File: config.mk
export PLATFORM = sky130hd
export DESIGN_NAME = input_function_mapper
export DESIGN_NICKNAME = d
export VERILOG_FILES = /design/src/rtl/input_map_pkg.sv /design/src/rtl/input_function_mapper.sv
export SDC_FILE = /design/constraint.sdc
export NUM_CORES = 1
export LEC_CHECK = 0
export BUFFER_PORTS_ARGS = -buffer_cell sky130_fd_sc_hd__buf_4
export CAP_MARGIN = 20
export CORE_MARGIN = 1.5
export CORE_UTILIZATION = 40
export CTS_CLUSTER_SIZE = 24
export DETAILED_ROUTE_END_ITERATION = 10
export PLACE_DENSITY = 0.62
export SYNTH_ARGS = -nofsm -noshare
export SYNTH_HDL_FRONTEND = slang
export SYNTH_SLANG_ARGS = --single-unit
export TNS_END_PERCENT = 5
File: constraint.sdc
create_clock -name ref_clk -period 15.7 [get_ports ref_clk]
set_input_delay 3.14 -clock ref_clk [delete_from_list [all_inputs] [get_ports ref_clk]]
set_output_delay 3.14 -clock ref_clk [all_outputs]
set_load 0.01 [all_outputs]
File: src/rtl/input_map_pkg.sv
// Constants, types and encodings for the input function mapper.
// Assumes a single 100 MHz clock domain and an APB register master.
// What this block does
// - Function assignments are captured at every reset release.
// - Each hardware input carries one function picked by its number.
// - Sixteen virtual inputs take levels from a software-written word.
// - Overtravel, halt, regen overheat are active-low on pins, high virtually.
// - Drive-energize inactive disables gates, coasts, ignores rotation commands.
// - Energize dropping while turning starts a stop chosen by a setting.
// - Ready needs no alarm, energize active and halt not stopping.
// - Unassigned drive-energize counts as always active.
// - Run positive or negative keeps rotation in that direction.
// - Run input rising edge accelerates, falling edge decelerates.
// - Unassigned run or positioning-start counts as always inactive.
// - Positioning start only honoured in positioning control mode.
// - Positioning move starts on inactive-to-active start edge.
// - Table mode takes the move from the four destination-select bits.
// - Without table mode the move comes from serially written targets.
// - Positioning-complete drops as soon as a started move rotates.
// - Unassigned emergency halt counts as not stopping.
package input_map_pkg;

	localparam int HW_INPUTS   = 8;
	localparam int COMM_INPUTS = 16;
	localparam int ALL_INPUTS  = 24;
	localparam int FUNC_W      = 7;

	// Function numbers.
	localparam logic [6:0] FN_NONE         = 7'h00;
	localparam logic [6:0] FN_ENERGIZE     = 7'h01;
	localparam logic [6:0] FN_RUN_POS      = 7'h02;
	localparam logic [6:0] FN_RUN_NEG      = 7'h03;
	localparam logic [6:0] FN_POS_START    = 7'h04;
	localparam logic [6:0] FN_OT_PLUS      = 7'h07;
	localparam logic [6:0] FN_OT_MINUS     = 7'h08;
	localparam logic [6:0] FN_EMERG_HALT   = 7'h0A;
	localparam logic [6:0] FN_ALARM_RESET  = 7'h0B;
	localparam logic [6:0] FN_REGEN_HOT    = 7'h22;
	localparam logic [6:0] FN_INT_ENABLE   = 7'h30;
	localparam logic [6:0] FN_DEST_BIT0    = 7'h3C;
	localparam logic [6:0] FN_DEST_BIT1    = 7'h3D;
	localparam logic [6:0] FN_DEST_BIT2    = 7'h3E;
	localparam logic [6:0] FN_DEST_BIT3    = 7'h3F;

	// Assignment reset values for inputs 1 and 2, others zero.
	localparam logic [6:0] ASSIGN1_RESET = 7'h01;
	localparam logic [6:0] ASSIGN2_RESET = 7'h0B;

	localparam logic [3:0] MODE_POSITIONING = 4'h7;

	// Register byte offsets.
	localparam logic [11:0] OFS_ASSIGN_BASE = 12'h000; // 24 words
	localparam logic [11:0] OFS_COMM_IN     = 12'h060;
	localparam logic [11:0] OFS_CONFIG      = 12'h064;
	localparam logic [11:0] OFS_TARGET_POS  = 12'h068;
	localparam logic [11:0] OFS_TARGET_SPD  = 12'h06C;
	localparam logic [11:0] OFS_STATUS      = 12'h070;
	localparam logic [11:0] OFS_FUNC_LEVELS = 12'h074;
	localparam logic [11:0] OFS_ACTIVE_MAP  = 12'h078;

	// Config field positions.
	localparam int CFG_MODE_LSB   = 0;
	localparam int CFG_TABLE_BIT  = 4;
	localparam int CFG_STOP_LSB   = 5;
	localparam int CFG_ALARM_BIT  = 7;
	localparam int CFG_MOVING_BIT = 8;
	localparam int CFG_DONE_BIT   = 9;
	localparam logic [31:0] CONFIG_RESET = 32'h0000_0000;

	typedef struct packed {
		logic       energize;
		logic       run_pos;
		logic       run_neg;
		logic       pos_start;
		logic       ot_plus;
		logic       ot_minus;
		logic       emerg_halt;
		logic       alarm_reset;
		logic       regen_hot;
		logic       int_enable;
		logic [3:0] dest_index;
	} func_levels_t;

	typedef struct packed {
		logic        gate_enable;
		logic        ready;
		logic        stopping;
		logic [1:0]  stop_profile;
		logic        accel_pos;
		logic        accel_neg;
		logic        decel;
		logic        rotate_pos;
		logic        rotate_neg;
		logic        move_start;
		logic        move_from_table;
		logic [3:0]  move_index;
		logic [31:0] move_pos;
		logic [31:0] move_spd;
		logic        pos_complete;
	} motion_cmd_t;

	typedef enum logic [1:0] {
		MOTION_IDLE,
		MOTION_RUN,
		MOTION_STOP
	} motion_state_t;

endpackage

File: src/rtl/input_function_mapper.sv
// Input function mapper: routes 8 pins and 16 software inputs to functions.
// Assumes an APB master on ref_clk and pins asynchronous to ref_clk.
//
// Design decisions made here: the APB interface to the registers and the placing of the registers.
`timescale 1ns/1ps

module input_function_mapper
(
	input  wire logic                             ref_clk,
	input  wire logic                             reset,
	input  wire logic                             clk_en,
	input  wire logic                             psel,
	input  wire logic                             penable,
	input  wire logic                             pwrite,
	input  wire logic [11:0]                      paddr,
	input  wire logic [31:0]                      pwdata,
	output logic      [31:0]                      prdata,
	output logic                                  pready,
	output logic                                  pslverr,
	input  wire logic [input_map_pkg::HW_INPUTS-1:0] configurable_input,
	input  wire logic                             motor_turning,
	output input_map_pkg::motion_cmd_t            motion_cmd
);

	localparam int N  = input_map_pkg::ALL_INPUTS;
	localparam int NH = input_map_pkg::HW_INPUTS;

	////////////////////////////////////////////////////////////////////////
	// Assignment settings: a shadow that software writes, and the live copy
	// taken once after reset release so edits only act after the next reset.

	logic [6:0]  shadow_assign [N];
	logic [6:0]  live_assign   [N];
	logic        captured;
	logic [15:0] comm_word;
	logic [31:0] config_reg;
	logic [31:0] target_pos;
	logic [31:0] target_spd;

	wire        access   = psel && penable && clk_en;
	wire        wr_en    = access && pwrite;
	wire [9:0]  word_idx = paddr[11:2];
	wire        in_table = (paddr < 12'(N * 4));

	generate
		for (genvar i = 0; i < N; i++)
		begin : g_assign
			localparam logic [6:0] RST_VAL =
				(i == 0) ? input_map_pkg::ASSIGN1_RESET :
				(i == 1) ? input_map_pkg::ASSIGN2_RESET :
				input_map_pkg::FN_NONE;
			logic [6:0] stored = RST_VAL;
			wire hit = wr_en && in_table && (word_idx == 10'(i));
			// No reset here: the settings stand for non-volatile storage and
			// must outlive a reset, so an edit takes effect at the next reset release.
			always_ff @(posedge ref_clk)
			begin
				if (hit)
					stored <= pwdata[6:0];
			end
			assign shadow_assign[i] = stored;
			always_ff @(posedge ref_clk or posedge reset)
			begin
				if (reset)
					live_assign[i] <= input_map_pkg::FN_NONE;
				else if (clk_en && !captured)
					live_assign[i] <= shadow_assign[i];
			end
		end
	endgenerate

	always_ff @(posedge ref_clk or posedge reset)
	begin
		if (reset)
			captured <= 1'b0;
		else if (clk_en)
			captured <= 1'b1;
	end

	////////////////////////////////////////////////////////////////////////
	// Pin synchroniser: three stages, a change counts once stages two and
	// three agree, so a metastable first stage never reaches the logic.

	logic [NH-1:0] sync1;
	logic [NH-1:0] sync2;
	logic [NH-1:0] sync3;
	logic [NH-1:0] pin_level;

	always_ff @(posedge ref_clk or posedge reset)
	begin
		if (reset)
		begin
			sync1     <= '0;
			sync2     <= '0;
			sync3     <= '0;
			pin_level <= '0;
		end
		else if (clk_en)
		begin
			sync1 <= configurable_input;
			sync2 <= sync1;
			sync3 <= sync2;
			pin_level <= (sync2 & sync3) | (pin_level & (sync2 | sync3));
		end
	end

	wire [N-1:0] raw_level = {comm_word, pin_level};

	////////////////////////////////////////////////////////////////////////
	// Function decode. Safety inputs read inverted on pins (break contact)
	// and straight on virtual inputs, so a broken wire stops the axis.

	function automatic logic is_break_fn(input logic [6:0] fn);
		return fn == input_map_pkg::FN_OT_PLUS
			|| fn == input_map_pkg::FN_OT_MINUS
			|| fn == input_map_pkg::FN_EMERG_HALT
			|| fn == input_map_pkg::FN_REGEN_HOT;
	endfunction

	logic [N-1:0] eff_level;
	generate
		for (genvar i = 0; i < N; i++)
		begin : g_pol
			assign eff_level[i] = (i < NH && is_break_fn(live_assign[i]))
				? !raw_level[i] : raw_level[i];
		end
	endgenerate

	function automatic logic [1:0] lookup(
		input logic [6:0] fn,
		input logic [N-1:0] lvl,
		input logic [6:0] map [N]);
		logic [1:0] r;
		r = 2'b00;
		for (int k = 0; k < N; k++)
			if (map[k] == fn)
				r = {1'b1, r[0] | lvl[k]};
		return r; // {assigned, active}
	endfunction

	wire [1:0] f_en  = lookup(input_map_pkg::FN_ENERGIZE, eff_level, live_assign);
	wire [1:0] f_rp  = lookup(input_map_pkg::FN_RUN_POS, eff_level, live_assign);
	wire [1:0] f_rn  = lookup(input_map_pkg::FN_RUN_NEG, eff_level, live_assign);
	wire [1:0] f_st  = lookup(input_map_pkg::FN_POS_START, eff_level, live_assign);
	wire [1:0] f_otp = lookup(input_map_pkg::FN_OT_PLUS, eff_level, live_assign);
	wire [1:0] f_otn = lookup(input_map_pkg::FN_OT_MINUS, eff_level, live_assign);
	wire [1:0] f_eh  = lookup(input_map_pkg::FN_EMERG_HALT, eff_level, live_assign);
	wire [1:0] f_ar  = lookup(input_map_pkg::FN_ALARM_RESET, eff_level, live_assign);
	wire [1:0] f_rh  = lookup(input_map_pkg::FN_REGEN_HOT, eff_level, live_assign);
	wire [1:0] f_ie  = lookup(input_map_pkg::FN_INT_ENABLE, eff_level, live_assign);
	wire [1:0] f_d0  = lookup(input_map_pkg::FN_DEST_BIT0, eff_level, live_assign);
	wire [1:0] f_d1  = lookup(input_map_pkg::FN_DEST_BIT1, eff_level, live_assign);
	wire [1:0] f_d2  = lookup(input_map_pkg::FN_DEST_BIT2, eff_level, live_assign);
	wire [1:0] f_d3  = lookup(input_map_pkg::FN_DEST_BIT3, eff_level, live_assign);

	input_map_pkg::func_levels_t fl;
	assign fl.energize    = f_en[1] ? f_en[0] : 1'b1;
	assign fl.run_pos     = f_rp[0];
	assign fl.run_neg     = f_rn[0];
	assign fl.pos_start   = f_st[0];
	assign fl.ot_plus     = f_otp[0];
	assign fl.ot_minus    = f_otn[0];
	// Halt is stored as "stopping", so unassigned means not stopping.
	assign fl.emerg_halt  = f_eh[0];
	assign fl.alarm_reset = f_ar[0];
	assign fl.regen_hot   = f_rh[0];
	assign fl.int_enable  = f_ie[0];
	assign fl.dest_index  = {f_d3[0], f_d2[0], f_d1[0], f_d0[0]};

	////////////////////////////////////////////////////////////////////////
	// Motion sequencing.

	input_map_pkg::func_levels_t prev_fl;
	input_map_pkg::motion_state_t state;
	input_map_pkg::motion_state_t next_state;
	logic prev_turning;

	wire [3:0] ctl_mode = config_reg[input_map_pkg::CFG_MODE_LSB +: 4];
	wire       tbl_sel  = config_reg[input_map_pkg::CFG_TABLE_BIT];
	wire       alarm    = config_reg[input_map_pkg::CFG_ALARM_BIT];
	// Nothing may act before the live assignments are taken, since an
	// empty map reads as energized and would briefly open the gates.
	wire       ready    = captured && !alarm && fl.energize
		&& !fl.emerg_halt;
	wire       pos_mode = (ctl_mode == input_map_pkg::MODE_POSITIONING);
	wire       start_edge = ready && pos_mode
		&& fl.pos_start && !prev_fl.pos_start;
	wire       drop_while_turning = !fl.energize && prev_fl.energize
		&& motor_turning;

	always_comb
	begin
		next_state = state;
		case (state)
			input_map_pkg::MOTION_IDLE:
				if (drop_while_turning)
					next_state = input_map_pkg::MOTION_STOP;
				else if (start_edge)
					next_state = input_map_pkg::MOTION_RUN;
			input_map_pkg::MOTION_RUN:
				if (drop_while_turning)
					next_state = input_map_pkg::MOTION_STOP;
				else if (!ready || (prev_turning && !motor_turning))
					next_state = input_map_pkg::MOTION_IDLE;
			input_map_pkg::MOTION_STOP:
				if (!motor_turning)
					next_state = input_map_pkg::MOTION_IDLE;
			default:
				next_state = input_map_pkg::MOTION_IDLE;
		endcase
	end

	always_ff @(posedge ref_clk or posedge reset)
	begin
		if (reset)
		begin
			state        <= input_map_pkg::MOTION_IDLE;
			prev_fl      <= '0;
			prev_turning <= 1'b0;
		end
		else if (clk_en)
		begin
			state        <= next_state;
			prev_fl      <= captured ? fl : '0;
			prev_turning <= motor_turning;
		end
	end

	input_map_pkg::motion_cmd_t next_cmd;
	always_comb
	begin
		next_cmd                 = motion_cmd;
		next_cmd.gate_enable     = captured && fl.energize;
		next_cmd.ready           = ready;
		next_cmd.stopping        = (next_state == input_map_pkg::MOTION_STOP)
			|| (motion_cmd.stopping && motor_turning);
		next_cmd.stop_profile    =
			config_reg[input_map_pkg::CFG_STOP_LSB +: 2];
		next_cmd.rotate_pos      = ready && fl.run_pos;
		next_cmd.rotate_neg      = ready && fl.run_neg;
		next_cmd.accel_pos       = ready && fl.run_pos && !prev_fl.run_pos;
		next_cmd.accel_neg       = ready && fl.run_neg && !prev_fl.run_neg;
		next_cmd.decel           = (prev_fl.run_pos && !fl.run_pos)
			|| (prev_fl.run_neg && !fl.run_neg);
		next_cmd.move_start      = start_edge;
		if (start_edge)
		begin
			next_cmd.move_from_table = tbl_sel;
			next_cmd.move_index      = fl.dest_index;
			next_cmd.move_pos        = target_pos;
			next_cmd.move_spd        = target_spd;
		end
		if (state == input_map_pkg::MOTION_RUN && motor_turning)
			next_cmd.pos_complete = 1'b0;
		else if (state != input_map_pkg::MOTION_RUN)
			next_cmd.pos_complete = 1'b1;
	end

	always_ff @(posedge ref_clk or posedge reset)
	begin
		if (reset)
		begin
			motion_cmd              <= '0;
			motion_cmd.pos_complete <= 1'b1;
		end
		else if (clk_en)
			motion_cmd <= next_cmd;
	end

	////////////////////////////////////////////////////////////////////////
	// APB slave: zero wait states, unmapped addresses read zero with error.

	wire hit_comm = paddr == input_map_pkg::OFS_COMM_IN;
	wire hit_cfg  = paddr == input_map_pkg::OFS_CONFIG;
	wire hit_tpos = paddr == input_map_pkg::OFS_TARGET_POS;
	wire hit_tspd = paddr == input_map_pkg::OFS_TARGET_SPD;
	wire hit_stat = paddr == input_map_pkg::OFS_STATUS;
	wire hit_lvl  = paddr == input_map_pkg::OFS_FUNC_LEVELS;
	wire hit_map  = paddr == input_map_pkg::OFS_ACTIVE_MAP;
	wire mapped   = in_table || hit_comm || hit_cfg || hit_tpos
		|| hit_tspd || hit_stat || hit_lvl || hit_map;

	wire [31:0] status_word = {24'h00_0000, 1'b0,
		state == input_map_pkg::MOTION_RUN, motion_cmd.pos_complete,
		motion_cmd.stopping, motion_cmd.ready, motion_cmd.gate_enable,
		captured, ready};
	wire [31:0] rd_word =
		in_table ? {25'h000_0000, shadow_assign[word_idx[4:0]]} :
		hit_comm ? {16'h0000, comm_word} :
		hit_cfg  ? config_reg :
		hit_tpos ? target_pos :
		hit_tspd ? target_spd :
		hit_stat ? status_word :
		hit_lvl  ? {18'h0_0000, fl} :
		hit_map  ? {8'h00, eff_level} : 32'h0000_0000;

	always_ff @(posedge ref_clk or posedge reset)
	begin
		if (reset)
		begin
			comm_word  <= 16'h0000;
			config_reg <= input_map_pkg::CONFIG_RESET;
			target_pos <= 32'h0000_0000;
			target_spd <= 32'h0000_0000;
		end
		else if (wr_en)
		begin
			if (hit_comm)
				comm_word <= pwdata[15:0];
			if (hit_cfg)
				config_reg <= {22'h00_0000, pwdata[9:0]};
			if (hit_tpos)
				target_pos <= pwdata;
			if (hit_tspd)
				target_spd <= pwdata;
		end
	end

	always_ff @(posedge ref_clk or posedge reset)
	begin
		if (reset)
		begin
			prdata  <= 32'h0000_0000;
			pready  <= 1'b0;
			pslverr <= 1'b0;
		end
		else if (clk_en)
		begin
			pready  <= psel && !penable;
			pslverr <= psel && !penable && !mapped;
			prdata  <= (psel && !penable && !pwrite) ? rd_word : prdata;
		end
	end

endmodule

-- Word level (Yosys, flattened, before mapping)
Index checks and enable logic that the tools add are counted.
- input bits: 59
- output and inout port bits: 115
- logic and storage cells: 1262
- flip-flop bits (word level): 581
- reduce and logical (&&, ||, !) cells: 116
- equal/unequal tests: 371
- muxes and demuxes: 365
- magnitude comparators: 2
- bitwise gates (word level): 327
- operators with widths (cell ; count):
    $eq A7 B6 Y1 const B ; 144
    $eq A7 B4 Y1 const B ; 72
    $eq A7 B2 Y1 const B ; 48
    $eq A7 B3 Y1 const B ; 48
    $mux W1 ; 323
    $or A1 B1 Y1 ; 322
    $eq A7 B1 Y1 const B ; 24
    $mux W32 ; 5
    $eq A12 B7 Y1 const B ; 7
    $eq A10 B4 Y1 const B ; 8
    $eq A10 B5 Y1 const B ; 8
    $mux W24 ; 3
    $mux W2 ; 29
    $logic_and A1 B1 Y1 ; 50
    $eq A10 B3 Y1 const B ; 4
    $bmux W7 S5 ; 1
    $logic_or A1 B1 Y1 ; 34
    $logic_not A1 Y1 ; 22
    $eq A10 B2 Y1 const B ; 2
    $and A8 B8 Y8 ; 2
    $or A8 B8 Y8 ; 2
    $mux W14 ; 1
    $mux W7 ; 2
    $reduce_and A2 Y1 ; 7
    other kinds (12) ; 13

-- Longest topological paths before layout
- depth after elaboration: 63
- gate-level depth with buffers: 11

-- Worst setup path before layout
Ideal clock, no wire load.
- kind: input -> register
- from: input paddr[10]
- to: register g_assign[16].stored[0] (enable)
- arrival time: 5.107 ns
- stages on the path: 6
- setup slack: 10.213 ns
- data required time: 15.320 ns
- library setup time: 0.380 ns
- buffers on the path: 2
- cells stage by stage: or2_2 -> clkbuf_1 -> or2_2 -> clkbuf_1 -> or4_1 -> nor3_1
- longest elaborated chain between the ends: 3
- RTL lines (element ; line ; RTL):
    from (decl) ; input_function_mapper.sv:15 ; input wire logic [11:0] paddr,
    $lt A12 B7 Y1 ; input_function_mapper.sv:43 ; wire in_table = (paddr < 12'(N * 4));
    $logic_and A1 B1 Y1 ; input_function_mapper.sv:53 ; wire hit = wr_en && in_table && (word_idx == 10'(i));
    $logic_and A1 B1 Y1 * ; input_function_mapper.sv:53 ;
    net g_assign[16].hit ; input_function_mapper.sv:53 ;
    to (signal assigned) ; input_function_mapper.sv:59 ; stored <= pwdata[6:0];
    to (decl) ; input_function_mapper.sv:52 ; logic [6:0] stored = RST_VAL;
The timed path passes the listed nets; every way through them passes the cells marked *.
A chain may end at the register's enable or synchronous reset.

-- Final worst setup path
- from: input clk_en
- to: register live_assign[51] (netlist bit)
- longest elaborated chain between the ends: 1
- RTL lines (element ; line ; RTL):
    from (decl) ; input_function_mapper.sv:11 ; input wire logic clk_en,
    $logic_and A1 B1 Y1 ; input_function_mapper.sv:66 ; else if (clk_en && !captured)
    to (signal, indexed assignment) ; input_function_mapper.sv:65 ; live_assign[i] <= input_map_pkg::FN_NONE;
    to (signal, indexed assignment) ; input_function_mapper.sv:67 ; live_assign[i] <= shadow_assign[i];
    to (decl) ; input_function_mapper.sv:33 ; logic [6:0] live_assign [N];
Every way passes these cells.

==> flow_results.xml <==
<?xml version="1.0" encoding="UTF-8"?>
<metrics>
  <group name="status">
    <metric name="outcome" unit="">finished, final reports clean</metric>
  </group>
  <group name="route">
    <metric name="total_via_count_after_detailed_routing" unit="">22040</metric>
    <metric name="post_drt_via_cell_ratio" unit="">6.275</metric>
    <metric name="remaining_design_rule_violation_count" unit="">0</metric>
    <metric name="detail-route-antenna-nets" unit="">0</metric>
    <metric name="drt_pass1_iterations" unit="">5</metric>
    <metric name="highest_layer" unit="">met5</metric>
    <metric name="finalWirelength" unit="um">114800</metric>
    <metric name="first_iter_violations" unit="">2419</metric>
    <metric name="dr_wl_met2" unit="um">53870</metric>
    <metric name="wire_per_inst" unit="um">32.68</metric>
    <metric name="wl_met1" unit="um">49770</metric>
    <metric name="met3WireLength" unit="um">6871</metric>
  </group>
  <group name="grt">
    <metric name="global_route_wire_length_before_repair" unit="um">162400</metric>
    <metric name="grt_pass1_vias" unit="">21420</metric>
    <metric name="antenna_found_initial" unit="">6</metric>
    <metric name="globalRouteOverflowTotal" unit="">0</metric>
    <metric name="grt_max_degree" unit="">154</metric>
    <metric name="grt_use_total" unit="">0.3099</metric>
  </group>
  <group name="sta">
    <metric name="min_period" unit="ps">6212</metric>
    <metric name="timing.final.ws_setup" unit="ps">9488</metric>
    <metric name="maximum_clock_frequency" unit="GHz">0.1610</metric>
    <metric name="fin_worst_skew" unit="ps">17.77</metric>
    <metric name="finalSetupViolCount" unit="">0</metric>
    <metric name="timing.slew.headroom" unit="">0.2183</metric>
    <metric name="timing.final.hold_violations" unit="">0</metric>
    <metric name="finalMaxSlewViolations" unit="">0</metric>
    <metric name="finalCritPeriodShare" unit="">0.3957</metric>
    <metric name="final.setup.tns" unit="ps">0</metric>
    <metric name="unrepaired_setup_endpoints_after_global_routing" unit="">no</metric>
    <metric name="max_slew.worst_pin.slew" unit="ps">1158</metric>
  </group>
  <group name="synth">
    <metric name="synth.distinct_cells" unit="">85</metric>
    <metric name="synth_compound_gate_area_share" unit="">0.07862</metric>
    <metric name="synth.top_cell.area_share" unit="">0.3592</metric>
    <metric name="synthXorXnorAreaFrac" unit="">0.003059</metric>
    <metric name="simple_gate_share_of_the_synthesized_area" unit="">0.1759</metric>
    <metric name="synth_top_cells_by_area" unit="">sky130_fd_sc_hd__dfrtp_1, sky130_fd_sc_hd__edfxtp_1, sky130_fd_sc_hd__mux2_2</metric>
    <metric name="synth_mux_area_frac" unit="">0.1810</metric>
    <metric name="library_cell_with_the_highest_instance_count_after_synthesis" unit="">sky130_fd_sc_hd__dfrtp_1</metric>
    <metric name="synth_register_bits" unit="">580</metric>
    <metric name="ys.flop_type" unit="">sky130_fd_sc_hd__dfrtp_1</metric>
    <metric name="ys.warnings.count" unit="">0</metric>
    <metric name="postSynthCellCount" unit="">2370</metric>
    <metric name="synthTopCellsByCount" unit="">sky130_fd_sc_hd__dfrtp_1, sky130_fd_sc_hd__mux2_2, sky130_fd_sc_hd__edfxtp_1</metric>
    <metric name="synth-edff-count" unit="">168</metric>
    <metric name="syn-num-nets" unit="">2429</metric>
    <metric name="post_syn_area_per_cell" unit="um^2">12.08</metric>
    <metric name="yosys.area.top_type" unit="">sky130_fd_sc_hd__dfrtp_1</metric>
    <metric name="synth.yosys.seq_area_share" unit="">0.5363</metric>
    <metric name="post_synthesis_adder_cell_area_fraction" unit="">0</metric>
    <metric name="post_synth_instance_area" unit="um^2">28630</metric>
    <metric name="synth_top_family_by_area" unit="">multiplexers</metric>
    <metric name="async_reset_ff_frac" unit="">0.7103</metric>
  </group>
  <group name="placement">
    <metric name="placement.io_buffers" unit="">173</metric>
    <metric name="gpl.final_weighted_congestion" unit="">1.043</metric>
    <metric name="hpwl" unit="um">89350</metric>
    <metric name="dp_worst_setup_slack" unit="ps">8979</metric>
  </group>
  <group name="pwr">
    <metric name="post-layout-total-power" unit="mW">3.291</metric>
    <metric name="power.density" unit="nW/um^2">100.1</metric>
    <metric name="power_leakage" unit="nW">13.78</metric>
    <metric name="irDropWorstVdd" unit="uV">102.0</metric>
  </group>
  <group name="worst_setup_path">
    <metric name="crit_path_end_kind" unit="">flip-flop</metric>
    <metric name="slowest_delay" unit="ps">900</metric>
    <metric name="crit_slowest_cell" unit="">sky130_fd_sc_hd__nor2_4</metric>
    <metric name="critPathRequiredTime" unit="ps">16200</metric>
    <metric name="critPathArrivalTime" unit="ps">6710</metric>
    <metric name="reg2regPathDepth" unit="">9</metric>
    <metric name="timing.setup.critical_path_class" unit="">in2reg</metric>
    <metric name="worst-path-max-fanout" unit="">153</metric>
    <metric name="crit_path_cell_trace" unit="">buf_4 &gt; clkinv_1 &gt; nor2_4 &gt; buf_12 &gt; mux2_2</metric>
    <metric name="cp-start-kind" unit="">input port</metric>
  </group>
  <group name="clock_tree">
    <metric name="clock_insertion_delay_worst_skew" unit="ps">620</metric>
    <metric name="cts_tree" unit="">yes</metric>
    <metric name="h-tree-depth" unit="">2</metric>
    <metric name="cts_resized" unit="">0</metric>
    <metric name="clk_root_buffer_cell" unit="">sky130_fd_sc_hd__clkbuf_16</metric>
    <metric name="holdBufCountCts" unit="">0</metric>
    <metric name="tritoncts_num_sinks" unit="">580</metric>
    <metric name="ctsLongestPathBuffers" unit="">3</metric>
    <metric name="numCtsBuffers" unit="">58</metric>
    <metric name="number_of_buffers_inserted_to_repair_setup_after_cts" unit="">0</metric>
    <metric name="clk_transition_reported_paths" unit="ps">70</metric>
  </group>
  <group name="floorplanning">
    <metric name="floorplan.initialDensity" unit="">0.4067</metric>
    <metric name="design.portCount" unit="">174</metric>
    <metric name="chipWidth" unit="um">270.5</metric>
    <metric name="core" unit="um^2">70390</metric>
    <metric name="placement_rows" unit="">97</metric>
    <metric name="die-area" unit="um^2">73190</metric>
    <metric name="dieHeight" unit="um">270.5</metric>
  </group>
  <group name="flow_run">
    <metric name="max_cap_violations" unit="">0</metric>
  </group>
  <group name="min_path">
    <metric name="hp-class" unit="">reg2reg</metric>
    <metric name="worstHoldPathCells" unit="">2</metric>
  </group>
  <group name="finish">
    <metric name="fillerInstances" unit="">6355</metric>
    <metric name="areaGrowthSynthToFinish" unit="%">14.78</metric>
    <metric name="drive_gt1_frac" unit="">0.2810</metric>
    <metric name="nNetsFinal" unit="">2578</metric>
    <metric name="reg.largest.list" unit="">g_assign.stored x168, live_assign x168, motion_cmd x80</metric>
  </group>
</metrics>
[layout by cell type, fill, tap and decap left out, drive strengths merged, types with 16 or more instances in the layout]
cell type  instances
buf              211
nand4             73
inv               31
nor2             148
a31oi             16
nor2b             50
dfrtp            411
nand2            167
nand4b            29
clkbuf            73
or3               17
nor3b             24
mux2             336
o21ai             98
and3              19
o22ai             34
nor4b             25
mux4              47
nor3              77
nand3             99
edfxtp           168
nand3b            28
nor4              46
nand2b            27
a21oi             44
clkinv            24
[per-layer routing]
layer	vias to the layer above	track usage
met5	-	0
met4	4	0.1044
met3	163	0.04384
met2	962	0.4999
met1	11510	0.4289
li1	9401	-
[final cells by class]
class                      instances  area, um^2  area share
timing repair buffer             212        1625     0.04946
multi-input combinational       1636       12580      0.3828
antenna                            3       7.507   0.0002284
clock inverter                    38       427.9     0.01302
inverter                          31       123.9    0.003769
clock buffer                      72        1565     0.04763
tap                              940        1176     0.03579
sequential                       580       15360      0.4673
[power by group]
| group | total [mW] | internal, mW | switching [mW] |
|---|---|---|---|
| clock network | 1.43 | 0.829 | 0.604 |
| registers | 1.62 | 1.58 | 0.0429 |
| logic | 0.235 | 0.0796 | 0.155 |
| total | 3.29 | 2.49 | 0.802 |
[stage by stage]
stage	area, um^2	util	instances	hold slack (ps)
after detailed placement	30840	0.4382	3397	471.7
final	32860	0.4669	3512	487.0
after global routing	32860	0.4667	3509	504.6
after global placement	30800	0.4376	3394	470.1
after CTS	32840	0.4665	3507	490.0
after floorplan	28630	-	2370	446.0
[worst max-delay path, delay by kind of cell]
family	cells	cell delay, ps
buf+inv	3	1860
simple gates	1	900
mux	1	430
[final timing paths]
path,slack (ps),end,start
min in group asynchronous,2590,live_assign[4],reset
max,9490,live_assign[51],clk_en
min reg2reg,490,prdata[8],prdata[8]
min,490,prdata[8],prdata[8]
max in group asynchronous,10100,live_assign[121],reset
max reg2reg,10650,motion_cmd[49],live_assign[140]
[logic make-up after synthesis]
| logic type | Yosys count |
|---|---|
| buffers and inverters | 154 |
| flip-flops | 580 |
| XOR/XNOR | 10 |
| AND/OR/NAND/NOR | 901 |
| multiplexers | 391 |
| AO/OA/AOI/OAI | 334 |
(Power assumes the default switching activity.)
